--- src/verilog/psn_pkg.sv ---
// Package with pin-side constants, timing counts and carrier types of the host port.
package psn_pkg;
    localparam int ADDR_W = 19;
    localparam int DATA_W = 8;
    localparam int CLK_NS = 40;
    // Least times in ns, rounded up to whole cycles below.
    localparam int T_ACTIVE_NS = 120;
    localparam int T_PRECHARGE_NS = 20;
    localparam int T_HOLD_NS = 50;
    localparam int T_POWER_NS = 85;
    function automatic int ceil_cyc(input int ns);
        int c;
        c = (ns + CLK_NS - 1) / CLK_NS;
        return (c < 1) ? 1 : c;
    endfunction
    localparam int ACTIVE_CYC = ceil_cyc(T_ACTIVE_NS);
    localparam int PRECHARGE_CYC = ceil_cyc(T_PRECHARGE_NS);
    localparam int HOLD_CYC = ceil_cyc(T_HOLD_NS);
    localparam int POWERON_SELECT_HOLD_CYC = ceil_cyc(T_POWER_NS);
    localparam int POWEROFF_SELECT_HOLD_CYC = ceil_cyc(T_POWER_NS);
    localparam int CNT_W = 4;
    localparam logic [CNT_W-1:0] CNT_ZERO = 4'h0;
    localparam logic [ADDR_W-1:0] ADDR_RST = 19'h00000;
    localparam logic [DATA_W-1:0] DATA_RST = 8'h00;

    typedef struct packed {
        logic select_low_n;
        logic select_high;
        logic write_n;
        logic output_n;
    } psn_ctrl_t;

    localparam psn_ctrl_t CTRL_IDLE = '{select_low_n: 1'b1, select_high: 1'b0,
                                        write_n: 1'b1, output_n: 1'b1};

    typedef struct packed {
        logic write;
        logic [ADDR_W-1:0] addr;
        logic [DATA_W-1:0] wdata;
    } psn_req_t;
endpackage

--- src/verilog/psn_host.sv ---
// Host controller driving the pseudo-SRAM style nonvolatile byte memory.
`timescale 1ns/1ps
////////////////////////////////////////////////////////////////////////////////
module psn_host (
    // Clock and reset.
    input wire logic I_CORE_CLK,
    input wire logic I_RST,
    // Power sequencing.
    input wire logic I_POWER_GOOD,
    input wire logic I_POWER_DOWN_REQ,
    output logic O_POWER_OFF_OK,
    // User request and answer.
    input wire logic I_REQ_VALID,
    input wire logic I_REQ_WRITE,
    input wire logic [psn_pkg::ADDR_W-1:0] I_REQ_ADDR,
    input wire logic [psn_pkg::DATA_W-1:0] I_REQ_WDATA,
    output logic O_REQ_READY,
    output logic O_RD_VALID,
    output logic [psn_pkg::DATA_W-1:0] O_RD_DATA,
    // Memory pins.
    output logic O_SELECT_LOW_N,
    output logic O_SELECT_HIGH,
    output logic O_WRITE_N,
    output logic O_OUTPUT_N,
    output logic [psn_pkg::ADDR_W-1:0] O_WORD_ADDRESS,
    input wire logic [psn_pkg::DATA_W-1:0] I_BYTE_LINES,
    output logic [psn_pkg::DATA_W-1:0] O_BYTE_LINES,
    output logic O_BYTE_LINES_OE
);
    ////////////////////////////////////////////////////////////////////////////
    typedef enum {
        ST_OFF, ST_POWERON, ST_IDLE, ST_SETUP, ST_ACTIVE, ST_HOLD, ST_PRECHARGE,
        ST_POWEROFF, ST_DOWN
    } psn_state_t;

    psn_state_t state_ff;
    psn_state_t nxt_state;
    logic [psn_pkg::CNT_W-1:0] cnt_ff;
    logic [psn_pkg::CNT_W-1:0] nxt_cnt;
    psn_pkg::psn_ctrl_t ctrl_ff;
    psn_pkg::psn_ctrl_t nxt_ctrl;
    psn_pkg::psn_req_t req_ff;
    psn_pkg::psn_req_t nxt_req;
    logic oe_ff;
    logic nxt_oe;
    logic ready_ff;
    logic nxt_ready;
    logic rd_valid_ff;
    logic nxt_rd_valid;
    logic [psn_pkg::DATA_W-1:0] rd_data_ff;
    logic [psn_pkg::DATA_W-1:0] nxt_rd_data;
    logic off_ok_ff;
    logic nxt_off_ok;
    logic pg_meta_ff;
    logic pg_ff;
    logic pd_meta_ff;
    logic pd_ff;
    logic [psn_pkg::DATA_W-1:0] byte_sync;

    function automatic logic [psn_pkg::CNT_W-1:0] cyc(input int n);
        return psn_pkg::CNT_W'(n - 1);
    endfunction

    psn_sync u_sync (
        .i_clk(I_CORE_CLK),
        .i_rst(I_RST),
        .i_d(I_BYTE_LINES),
        .o_q(byte_sync)
    );

    ////////////////////////////////////////////////////////////////////////////
    // Power status inputs pass two flops before use.
    always_ff @(posedge I_CORE_CLK) begin
        if (I_RST) begin
            pg_meta_ff <= 1'b0;
            pg_ff <= 1'b0;
            pd_meta_ff <= 1'b0;
            pd_ff <= 1'b0;
        end else begin
            pg_meta_ff <= I_POWER_GOOD;
            pg_ff <= pg_meta_ff;
            pd_meta_ff <= I_POWER_DOWN_REQ;
            pd_ff <= pd_meta_ff;
        end
    end

    ////////////////////////////////////////////////////////////////////////////
    // Access sequencer: select_low_n and the strobe fall together with the
    // address already stable, so every documented latch edge sees valid values.
    always_comb begin
        nxt_state = state_ff;
        nxt_cnt = cnt_ff;
        nxt_ctrl = ctrl_ff;
        nxt_req = req_ff;
        nxt_oe = oe_ff;
        nxt_ready = 1'b0;
        nxt_rd_valid = 1'b0;
        nxt_rd_data = rd_data_ff;
        nxt_off_ok = off_ok_ff;
        case (state_ff)
            ST_OFF: begin
                nxt_ctrl = psn_pkg::CTRL_IDLE;
                nxt_oe = 1'b0;
                if (pg_ff) begin
                    nxt_state = ST_POWERON;
                    nxt_cnt = cyc(psn_pkg::POWERON_SELECT_HOLD_CYC);
                end
            end
            ST_POWERON: begin
                if (!pg_ff) begin
                    nxt_state = ST_OFF;
                end else if (cnt_ff == psn_pkg::CNT_ZERO) begin
                    nxt_state = ST_IDLE;
                    nxt_ctrl.select_high = 1'b1;
                    nxt_ready = 1'b1;
                end else begin
                    nxt_cnt = cnt_ff - 4'h1;
                end
            end
            ST_IDLE: begin
                nxt_ready = 1'b1;
                if (pd_ff || !pg_ff) begin
                    nxt_ready = 1'b0;
                    nxt_state = ST_POWEROFF;
                    nxt_ctrl = psn_pkg::CTRL_IDLE;
                    nxt_cnt = cyc(psn_pkg::POWEROFF_SELECT_HOLD_CYC);
                end else if (I_REQ_VALID && ready_ff) begin
                    nxt_ready = 1'b0;
                    nxt_req.write = I_REQ_WRITE;
                    nxt_req.addr = I_REQ_ADDR;
                    nxt_req.wdata = I_REQ_WDATA;
                    nxt_oe = I_REQ_WRITE;
                    nxt_state = ST_SETUP;
                end
            end
            ST_SETUP: begin
                // Address and data are on the pins one cycle before the strobes fall.
                nxt_ctrl.select_low_n = 1'b0;
                nxt_ctrl.write_n = !req_ff.write;
                nxt_ctrl.output_n = req_ff.write;
                nxt_cnt = cyc(psn_pkg::ACTIVE_CYC);
                nxt_state = ST_ACTIVE;
            end
            ST_ACTIVE: begin
                if (cnt_ff == psn_pkg::CNT_ZERO) begin
                    if (!req_ff.write) begin
                        nxt_rd_data = byte_sync;
                        nxt_rd_valid = 1'b1;
                    end
                    nxt_ctrl.select_low_n = 1'b1;
                    nxt_ctrl.write_n = 1'b1;
                    nxt_ctrl.output_n = 1'b1;
                    nxt_cnt = cyc(psn_pkg::HOLD_CYC);
                    nxt_state = ST_HOLD;
                end else begin
                    nxt_cnt = cnt_ff - 4'h1;
                end
            end
            ST_HOLD: begin
                // Address and data held after the strobes rise; precharge follows in ST_PRECHARGE.
                if (cnt_ff == psn_pkg::CNT_ZERO) begin
                    nxt_oe = 1'b0;
                    nxt_cnt = cyc(psn_pkg::PRECHARGE_CYC);
                    nxt_state = ST_PRECHARGE;
                end else begin
                    nxt_cnt = cnt_ff - 4'h1;
                end
            end
            ST_PRECHARGE: begin
                if (cnt_ff == psn_pkg::CNT_ZERO) begin
                    nxt_state = ST_IDLE;
                    nxt_ready = 1'b1;
                end else begin
                    nxt_cnt = cnt_ff - 4'h1;
                end
            end
            ST_POWEROFF: begin
                if (cnt_ff == psn_pkg::CNT_ZERO) begin
                    nxt_state = ST_DOWN;
                    nxt_off_ok = 1'b1;
                end else begin
                    nxt_cnt = cnt_ff - 4'h1;
                end
            end
            ST_DOWN: begin
                if (!pg_ff) begin
                    nxt_off_ok = 1'b0;
                    nxt_state = ST_OFF;
                end
            end
            default: begin
                nxt_state = ST_OFF;
                nxt_ctrl = psn_pkg::CTRL_IDLE;
                nxt_oe = 1'b0;
            end
        endcase
    end

    always_ff @(posedge I_CORE_CLK) begin
        if (I_RST) begin
            state_ff <= ST_OFF;
            cnt_ff <= psn_pkg::CNT_ZERO;
            ctrl_ff <= psn_pkg::CTRL_IDLE;
            req_ff <= '0;
            oe_ff <= 1'b0;
            ready_ff <= 1'b0;
            rd_valid_ff <= 1'b0;
            rd_data_ff <= psn_pkg::DATA_RST;
            off_ok_ff <= 1'b0;
        end else begin
            state_ff <= nxt_state;
            cnt_ff <= nxt_cnt;
            ctrl_ff <= nxt_ctrl;
            req_ff <= nxt_req;
            oe_ff <= nxt_oe;
            ready_ff <= nxt_ready;
            rd_valid_ff <= nxt_rd_valid;
            rd_data_ff <= nxt_rd_data;
            off_ok_ff <= nxt_off_ok;
        end
    end

    ////////////////////////////////////////////////////////////////////////////
    assign O_SELECT_LOW_N = ctrl_ff.select_low_n;
    assign O_SELECT_HIGH = ctrl_ff.select_high;
    assign O_WRITE_N = ctrl_ff.write_n;
    assign O_OUTPUT_N = ctrl_ff.output_n;
    assign O_WORD_ADDRESS = req_ff.addr;
    assign O_BYTE_LINES = req_ff.wdata;
    assign O_BYTE_LINES_OE = oe_ff;
    assign O_REQ_READY = ready_ff;
    assign O_RD_VALID = rd_valid_ff;
    assign O_RD_DATA = rd_data_ff;
    assign O_POWER_OFF_OK = off_ok_ff;
endmodule

--- src/verilog/psn_sync.sv ---
// Two-flop synchroniser for the byte lines coming back from the memory.
`timescale 1ns/1ps
module psn_sync (
    // Clock and reset.
    input wire logic i_clk,
    input wire logic i_rst,
    // Asynchronous input and synchronised output.
    input wire logic [psn_pkg::DATA_W-1:0] i_d,
    output logic [psn_pkg::DATA_W-1:0] o_q
);
    logic [psn_pkg::DATA_W-1:0] meta_ff;
    logic [psn_pkg::DATA_W-1:0] sync_ff;
    logic [psn_pkg::DATA_W-1:0] nxt_meta;
    logic [psn_pkg::DATA_W-1:0] nxt_sync;

    always_comb begin
        nxt_meta = i_d;
        nxt_sync = meta_ff;
    end

    always_ff @(posedge i_clk) begin
        if (i_rst) begin
            meta_ff <= psn_pkg::DATA_RST;
            sync_ff <= psn_pkg::DATA_RST;
        end else begin
            meta_ff <= nxt_meta;
            sync_ff <= nxt_sync;
        end
    end

    assign o_q = sync_ff;
endmodule

--- config.mk ---
export PLATFORM = sky130hd
export DESIGN_NAME = psn_host
export DESIGN_NICKNAME = d
export VERILOG_FILES = /design/src/verilog/psn_pkg.sv /design/src/verilog/psn_host.sv /design/src/verilog/psn_sync.sv
export SDC_FILE = /design/constraint.sdc
export NUM_CORES = 1
export LEC_CHECK = 0
export BUFFER_PORTS_ARGS = -buffer_cell sky130_fd_sc_hd__buf_2
export CORE_UTILIZATION = 25
export CTS_CLUSTER_DIAMETER = 100
export DETAILED_ROUTE_END_ITERATION = 10
export MAX_ROUTING_LAYER = met4
export SYNTH_ARGS = -nofsm -noshare
export SYNTH_HDL_FRONTEND = slang
export SYNTH_HIERARCHICAL = 1
export SYNTH_SLANG_ARGS = --single-unit
export TNS_END_PERCENT = 5
--- constraint.sdc ---
create_clock -name I_CORE_CLK -period 1.8 [get_ports I_CORE_CLK]
set_input_delay 0 -clock I_CORE_CLK [delete_from_list [all_inputs] [get_ports I_CORE_CLK]]
set_output_delay 0 -clock I_CORE_CLK [all_outputs]
set_load 0.05 [all_outputs]
# Word level (Yosys, flattened, before mapping)
# Cells that the tools add are included.
[word_totals] word_cells=104 in_bits=41 output_inout_bits=43 regBits=100
[op_classes] addsub=1 n_reduce_logical=21 muxes=36 bitwise_logic=7 n_eq_ne=19
[op_table] cell="32-bit two-way mux" n=9
[op_table] cell="32-bit case mux with 9 select lines" n=1
[op_table] cell="32-bit by 3-bit == test with 1-bit output, second input constant" n=4
[op_table] cell="32-bit by 2-bit == test with 1-bit output, second input constant" n=2
[op_table] cell="32-bit by 1-bit == test with 1-bit output, second input constant" n=1
[op_table] cell="32-bit by 4-bit == test with 1-bit output, second input constant" n=1
[op_table] cell="32-bit zero test" n=1
[op_table] cell="4-bit two-way mux" n=7
[op_table] cell="4-bit case mux with 7 select lines" n=1
[op_table] cell="2-bit inequality test, second input constant" n=10
[op_table] cell="3-bit AND reduction" n=4
[op_table] cell="4-bit AND reduction" n=3
[op_table] cell="6-bit OR reduction" n=2
[op_table] cell="1-bit two-way mux" n=11
[op_table] cell="1-bit case mux with 3 select lines" n=3
[op_table] cell="2-bit case mux with 4 select lines" n=1
[op_table] cell="1-bit inverter" n=7
[op_table] cell="7-bit nonzero test" n=1
[op_table] cell="6-bit AND reduction" n=1
[op_table] cell="5-bit OR reduction" n=1
[op_table] cell="4-bit zero test" n=1
[op_table] cell="1-bit case mux with 4 select lines" n=1
[op_table] cell="4-bit by 1-bit subtractor with 4-bit output, second input constant" n=1
[op_table] cell="3-bit inequality test, second input constant" n=1
[op_table] cell="other kinds (8)" n=9

# Depth between registers and ports, before layout
# Gate-level depths: netlist (run 1).
[depth] ltp_word=4 ltp_mapped=8 ltp_nobuf=7

# Cells and area by module
# Netlist (run 1), hierarchy kept.
[modules_own_cells] module="psn_host" cells_each=334 area_each_um2=3423.3 n_inst=1 seq_area_each_um2=1681.6
[modules_own_cells] module="psn_sync" cells_each=33 area_each_um2=464.2 n_inst=1 seq_area_each_um2=320.3

# Worst setup path before layout (run 1)
# OpenSTA, ideal clock, no wires.
[synth_path] path_type="register to register" start="reg cnt_ff[0] (netlist name)" end="reg cnt_ff[1] (netlist name)" n_path_buf=0 setup_ps=88 stages_incl_launch_ff=8 arrival_ps=1864 path_slack_ps=-152 synth_period_minus_slack_ps=1952 required_time_ps=1712 path_cell_list="dfxtp_1 inv_1 ha_1 nor3b_2 a32o_1 a2111o_1 and2_4 a311oi_2"
[synth_between] elab_chain_len=4 elab_cells_between_ends=7 classes_between="add/sub (1); mux (5); reduce/logical (1)"
[synth_lines] item="start: declaration" line_no="psn_host.sv:38" text="logic [psn_pkg::CNT_W-1:0] cnt_ff;"
[synth_lines] item="start signal: assignment" line_no="psn_host.sv:202" text="cnt_ff <= psn_pkg::CNT_ZERO;"
[synth_lines] item="start signal: assignment" line_no="psn_host.sv:212" text="cnt_ff <= nxt_cnt;"
[synth_lines] item="4-bit by 1-bit subtractor with 4-bit output / 4-bit zero test (equally long branches)"
[synth_lines] item="4-bit two-way mux" line_no="psn_host.sv:112, psn_host.sv:170, psn_host.sv:178"
[synth_lines] item="4-bit two-way mux" line_no="psn_host.sv:110" text="if (!pg_ff) begin"
[synth_lines] item="4-bit case mux with 7 select lines *" line_no="psn_host.sv:100" text="case (state_ff)"
# Mark *: on every way between the ends. The rest lies on a longest branch, timed or not. The select of a mux whose other input is x is not followed.
# A chain may end at the register's enable or synchronous reset.

# Worst setup path after layout (run 1)
[layout_path] start="reg state_ff[9]" end="reg req_ff (netlist bit O_WORD_ADDRESS[8])"
[layout_between] elab_chain_len=2
[layout_lines] item="start: declaration" line_no="psn_host.sv:36" text="psn_state_t state_ff;"
[layout_lines] item="start signal: assignment" line_no="psn_host.sv:211" text="state_ff <= nxt_state;"
[layout_lines] item="32-bit by 2-bit == test with 1-bit output" line_no="psn_host.sv:100"
[layout_lines] item="3-bit AND reduction (no line)"
[layout_lines] item="end signal: assignment" line_no="psn_host.sv:214" text="req_ff <= nxt_req;"
[layout_lines] item="end: declaration" line_no="psn_host.sv:42" text="psn_pkg::psn_req_t req_ff;"
# No other way between the ends.

==> impl_metrics.py, run 1 <==
metrics = {
    "outcome": {
        "outcome": "complete, but fails checks",
        "violations": "negative setup slack",
    },
    "clock_network": {
        "clkTransAtPathRegs_ps": 80,
        "cts_sinks": 100,
        "cts_inserted_buffers": 9,
        "cts_tree": "built",
        "clockBufferDepth": 2,
        "cts_htree_levels": 3,
        "root_buffer": "clkbuf_16",
        "clkLatencyLatePin_ps": 350,
    },
    "die": {
        "fp.dieH_um": 127,
        "start_util_pct": 25.6,
        "fp.dieW_um": 127,
        "ioPinCount": 84,
        "row_count": 45,
        "die_area_um2": 16100,
        "core_um2": 15200,
    },
    "pwr": {
        "vdd_drop_max_mv": 0.437,
        "p_leak_uw": 0.00235,
        "power_uw": 4420,
        "cellPowerDensity_nw_per_um2": 801,
    },
    "drt": {
        "drt_iter0_drc": 120,
        "vias_per_cell": 4.24,
        "firstDrtPassIters": 4,
        "drc": 0,
        "vias": 3043,
        "wl_mm": 9.21,
        "ant_nets": 0,
        "wl_per_cell_um": 12.8,
    },
    "run": {
        "maxCapViolCount": 0,
    },
    "critical_path": {
        "reg2reg_depth": 7,
        "crit_fanout": 7,
        "setup.worst_path.start_class": "flop",
        "cp.required_ps": 2030,
        "end_kind": "flop",
        "critical_path_class": "flop to flop",
        "r2r-start": "state_ff[9]",
        "worstPathArrival_ps": 2130,
        "rr_endpoint": "O_WORD_ADDRESS[8]",
        "r2r_slack_ps": -100,
    },
    "global_route": {
        "antenna_found_initial": 0,
        "grt.total_usage_pct": 11.9,
        "grt_max_degree": 28,
        "grt_pass1_wl_mm": 14.5,
        "grt_pass1_vias": 3037,
        "overflow": 0,
    },
    "place": {
        "dp_hpwl_mm": 5.94,
        "io_buffers": 83,
        "gp_congestion": 0.861,
        "pre_cts_ws_ps": -169,
    },
    "synth": {
        "yosys.area.top_type_share_pct": 51.5,
        "async_flop_share_pct": 0,
        "ys_seq_elements": 100,
        "synthDistinctLibCells": 64,
        "netlist_area_um2": 3890,
        "ys_top_cells_by_area": "dfxtp_1 51%, mux2i_1 10%, buf_4 5.4%",
        "synth-warning-count": 6,
        "yosysSeqAreaShare_pct": 51.5,
        "synth_top_area_cell": "dfxtp_1",
        "ys.flop_type": "dfxtp_1",
        "synth_enable_flop_cells": 0,
        "synth_cells": 367,
        "avgSynthCellArea_um2": 10.6,
    },
    "timing": {
        "fmax_ghz": 0.526,
        "hold_viol": 0,
        "slew_viol_final": 0,
        "rsz0062_at_grt": "yes",
        "fin_crit_sh_pct": 106,
        "fin_crit_ps": 1900,
        "setup_tns_ps": -2240,
        "setup_violations": 31,
        "clock_skew_ps": 7.20,
        "holdWs_ps": 38.0,
        "final.setup.worst_slack_ps": -103,
    },
    "layout": {
        "final_common_cell": "dfxtp_1",
        "final_cell_mix": "97 x dfxtp_1, 83 x buf_2, 50 x nor2_1",
        "nNetsFinal": 567,
        "nFillCells": 1483,
        "drive_above_1_share_pct": 36.1,
        "diodes": 0,
        "area_growth_syn_to_layout_pct": 42.0,
    },
    "min_path": {
        "hold_path.class": "input port to flop",
        "min_from": "I_RST",
        "whs_path_depth": 2,
        "hold_end": "O_RD_DATA[1]",
    },
}
[metrics by stage]
step | std cells | cell area, µm² | utilization [%]
floorplan | 394 | 4000 | -
global placement | 657 | 4640 | 30.5
detailed placement | 657 | 4640 | 30.5
CTS | 711 | 5380 | 35.4
global route | 717 | 5520 | 36.3
finish | 717 | 5520 | 36.3
[how the worst max path moves through the flow]
| stage | from | end | slack, ps |
|---|---|---|---|
| after floorplan | cnt_ff[0] | state_ff[0] | -120 |
| after global placement | cnt_ff[0] | O_BYTE_LINES_OE | -140 |
| after detailed placement | state_ff[21] | O_WORD_ADDRESS[13] | -170 |
| after CTS | cnt_ff[0] | state_ff[0] | -100 |
| after global routing | state_ff[30] | O_WORD_ADDRESS[8] | -220 |
| final | state_ff[9] | O_WORD_ADDRESS[8] | -100 |
[registers in the layout, indices dropped and copies added (netlist names)]
| name | flops |
|---|---|
| O_BYTE_LINES_OE | 1 |
| O_OUTPUT_N | 1 |
| O_REQ_READY | 1 |
| u_sync/o_q | 8 |
| O_WORD_ADDRESS | 19 |
| state_ff | 32 |
| pd_meta_ff | 1 |
| req_ff | 1 |
| O_RD_DATA | 8 |
| O_BYTE_LINES | 8 |
| O_RD_VALID | 1 |
| pd_ff | 1 |
| O_SELECT_HIGH | 1 |
| cnt_ff | 4 |
| O_POWER_OFF_OK | 1 |
| O_WRITE_N | 1 |
| O_SELECT_LOW_N | 1 |
| pg_meta_ff | 1 |
| pg_ff | 1 |
| u_sync/meta_ff | 8 |
[logic make-up after synthesis]
| logic type | Yosys count | synth area share (%) |
|---|---|---|
| AND/OR/NAND/NOR | 134 | 21.1 |
| AO/OA/AOI/OAI | 35 | 6.92 |
| buffers and inverters | 54 | 9.20 |
| multiplexers | 39 | 10.0 |
| adder cells (fa/ha/maj) | 2 | 0.644 |
| XOR/XNOR | 2 | 0.451 |
| other | 1 | 0.0965 |
| flip-flops | 100 | 51.5 |
[Yosys cell counts (5+ instances only)]
master    number
dfxtp_1      100
nor2_1        51
mux2i_1       39
buf_4         28
nand2_1       13
clkbuf_1       9
nor2b_1        9
a21oi_1        8
nor2b_2        7
nor4_2         7
and2b_2        6
inv_1          6
nand3_1        5
[layer usage]
metal,vias to the layer above,global-route usage [%],part of all wire (%)
met5,-,-,0
met2,79,18.9,48
li1,1523,-,-
met1,1423,13.8,45
met4,0,6.44,2.5
met3,18,2.87,4.0
[layout make-up]
type / instances / area, µm² / area share (%)
inverters: 6 / 22.5 / 0.408
clock inverters: 6 / 65.1 / 1.18
repair buffers: 167 / 1220 / 22.1
well taps: 188 / 235 / 4.26
clock buffers: 10 / 239 / 4.33
flip-flops and latches: 100 / 2010 / 36.3
multi-input cells: 240 / 1730 / 31.4
[power by group]
part           internal [µW]  leakage, µW  total [µW]  switching [µW]
logic                    119      0.00138         188            69.0
clock network           1020     0.000143        1940             924
registers               2270     0.000822        2290            26.3
total                   3400      0.00235        4420            1020
[timing repair]
item / CTS / global route
cloned: 0 / 3
resized for setup: 9 / 13
hold buffers: 38 / 0
buffers inserted: 0 / 3
endpoints found under the hold margin: 38 / 0
endpoints found under the setup margin: 37 / 47
pin swaps: 3 / 13
[critical path, stage by stage, from the launching register on]
cell	delay (ps)
dfxtp_2	330
nor4_4	290
nand4_2	210
nor4_4	330
buf_6	190
buf_12	150
mux2i_2	220
nor2_1	60
Note: power is estimated with default switching activity, not from simulation.
==> run 2: changes to the inputs <==
Settings changed: CORE_UTILIZATION 25 to 48, PLACE_DENSITY from default to 0.75.
==> run 2 against run 1 <==
Compared with the run above:
- the flow still finishes with violations (negative setup slack)
- first-iteration DRC count is 1.7% lower
- clock-buffer cell count is 1 lower
- via count is 0.36% higher
- maximum frequency is 0.54% higher
- global-route usage is 9.4 points higher
- register-to-register slack hardly changed
- utilization is 31 points higher
- setup slack better by 10 ps
- clock skew is 6.0 ps higher
- clock power is 31% lower
- wire length is 5.3% lower
- sequential share of layout area is 1.9 points higher
- critical path type unchanged
- largest cell class unchanged
- largest power group unchanged
- highest routed layer unchanged
==> impl_metrics.py, run 2 (synthesis gave the netlist of run 1 again) <==
metrics = {
    "place": {
        "io_buffers": 83,
        "gp_congestion": 0.883,
        "dp_hpwl_mm": 5.70,
        "placed_cell_area_um2": 4560,
        "dp_cells": 575,
    },
    "critical_path": {
        "r2r-start": "cnt_ff[0]",
        "reg2reg_depth": 7,
        "cpMaxStageDelayCell": "or4b_1",
        "path_buf_inv": 1,
        "cp.required_ps": 2100,
        "rr_endpoint": "state_ff[0]",
        "worstPathArrival_ps": 2190,
        "end_kind": "flop",
        "critical_path_class": "flop to flop",
        "path_delay_family": "simple AND/OR/NAND/NOR gates",
        "path_cells": "inv_2, ha_4, or3b_4, a22oi_2, o211ai_2, or4b_1, a21oi_1",
        "r2r_slack_ps": -90,
        "setup.worst_path.start_class": "flop",
        "slowest_delay_ps": 470,
        "crit_fanout": 4,
    },
    "clock_network": {
        "cts_sinks": 100,
        "cts_tree": "built",
        "root_buffer": "clkbuf_8",
        "clockBufferDepth": 2,
        "clkTransAtPathRegs_ps": 100,
        "cts_htree_levels": 3,
        "cts_inserted_buffers": 9,
        "clkLatencyLatePin_ps": 360,
    },
    "drt": {
        "vias_per_cell": 4.85,
        "drt_iter0_drc": 118,
        "wl_met1_mm": 3.79,
        "ant_nets": 0,
        "firstDrtPassIters": 6,
        "top_layer_used": "met4",
        "wl_mm": 8.72,
        "wl_met2_mm": 4.39,
        "met3WireLength_um": 319,
        "drc": 0,
        "vias": 3054,
        "wl_per_cell_um": 13.8,
    },
    "layout": {
        "final_common_cell": "dfxtp_1",
        "area_growth_syn_to_layout_pct": 35.0,
        "post-route-util_pct": 67.6,
        "nFillCells": 586,
        "diodes": 0,
        "largest_reg_flops": 32,
        "seq_area_um2": 2000,
        "stdcell_count": 630,
        "multi_input_area_um2": 1720,
        "drive_above_1_share_pct": 36.2,
        "nNetsFinal": 567,
        "fin_area_um2": 5250,
        "final_cell_mix": "98 x dfxtp_1, 83 x buf_2, 49 x nor2_1",
        "top_register": "state_ff",
    },
    "pwr": {
        "power_uw": 3810,
        "p_leak_uw": 0.00227,
        "cellPowerDensity_nw_per_um2": 725,
        "vdd_drop_max_mv": 0.771,
    },
    "die": {
        "start_util_pct": 50.0,
        "die_area_um2": 8460,
        "row_count": 32,
        "core_um2": 7770,
        "fp.dieW_um": 92.0,
        "fp.dieH_um": 92.0,
        "ioPinCount": 84,
    },
    "global_route": {
        "grt_pass1_wl_mm": 13.6,
        "antenna_found_initial": 0,
        "overflow": 0,
        "grt_max_degree": 28,
        "grt_pass1_vias": 2933,
        "grt.total_usage_pct": 21.2,
    },
    "outcome": {
        "violations": "negative setup slack",
        "outcome": "complete, but fails checks",
    },
    "min_path": {
        "min_from": "I_RST",
        "hold_path.class": "input port to flop",
        "hold_end": "req_ff[27]",
        "whs_path_depth": 2,
    },
    "timing": {
        "clock_skew_ps": 13.2,
        "rsz0062_at_grt": "yes",
        "setup_violations": 32,
        "fmax_ghz": 0.528,
        "final.setup.worst_slack_ps": -92.4,
        "fin_crit_ps": 1890,
        "fin_crit_sh_pct": 105,
        "hold_viol": 0,
        "slew_viol_final": 0,
    },
    "run": {
        "maxCapViolCount": 0,
    },
}
## run 2: changes by cell type in the layout (fill, tap and decap cells not counted), sizes merged
cell	delta
clkinv	+2
buf	+1
clkinvlp	-1
clkbuf	-2
inv	-1
## run 2: worst max path at each step
stage | start | endpoint | slack [ps] | depth (start not counted)
after floorplan | cnt_ff[0] | state_ff[0] | -120 | 8
after global placement | cnt_ff[0] | O_BYTE_LINES_OE | -110 | 8
after detailed placement | state_ff[21] | O_WORD_ADDRESS[4] | -170 | 6
after CTS | state_ff[10] | O_WORD_ADDRESS[4] | -100 | 6
after global routing | cnt_ff[0] | state_ff[0] | -190 | 7
final | cnt_ff[0] | state_ff[0] | -90 | 7
## run 2: layer usage
layer | vias up | track usage [%]
met5 | - | -
met4 | 0 | 10.3
met3 | 22 | 3.57
met2 | 81 | 35.6
met1 | 1428 | 24.7
li1 | 1523 | -
## run 2: cell type report
| type | instances | share of cell area, % |
|---|---|---|
| multi-input combinational | 240 | 32.9 |
| tap | 102 | 2.43 |
| inverter | 6 | 0.429 |
| timing repair buffer | 167 | 22.6 |
| clock inverter | 6 | 1.17 |
| clock buffer | 9 | 2.36 |
| sequential | 100 | 38.2 |
## run 2: what timing repair did
item                                   CTS  global route
pin swaps                                3             5
hold buffers                            38             0
gates resized for setup                  8             9
setup endpoints to repair               39            48
setup buffers                            0             1
cloned                                   0             1
endpoints found under the hold margin   38             0
## run 2: metrics by stage
step / hold WS [ps] / TNS [ps] / worst slack [ps]
2_1_floorplan: 128 / -1220 / -120
3_3_place_gp: 212 / -1960 / -107
3_5_place_dp: 218 / -3870 / -173
4_1_cts: 25.9 / -1690 / -96.9
5_1_grt: 52.2 / -3780 / -190
6_report: 46.5 / -967 / -92.4
## run 2: report_power, final
group	leakage [µW]	total (µW)	switching [µW]	internal, µW
Combinational	0.00136	189	70.0	119
Sequential	0.000822	2290	24.4	2270
Clock	0.0000906	1330	800	526
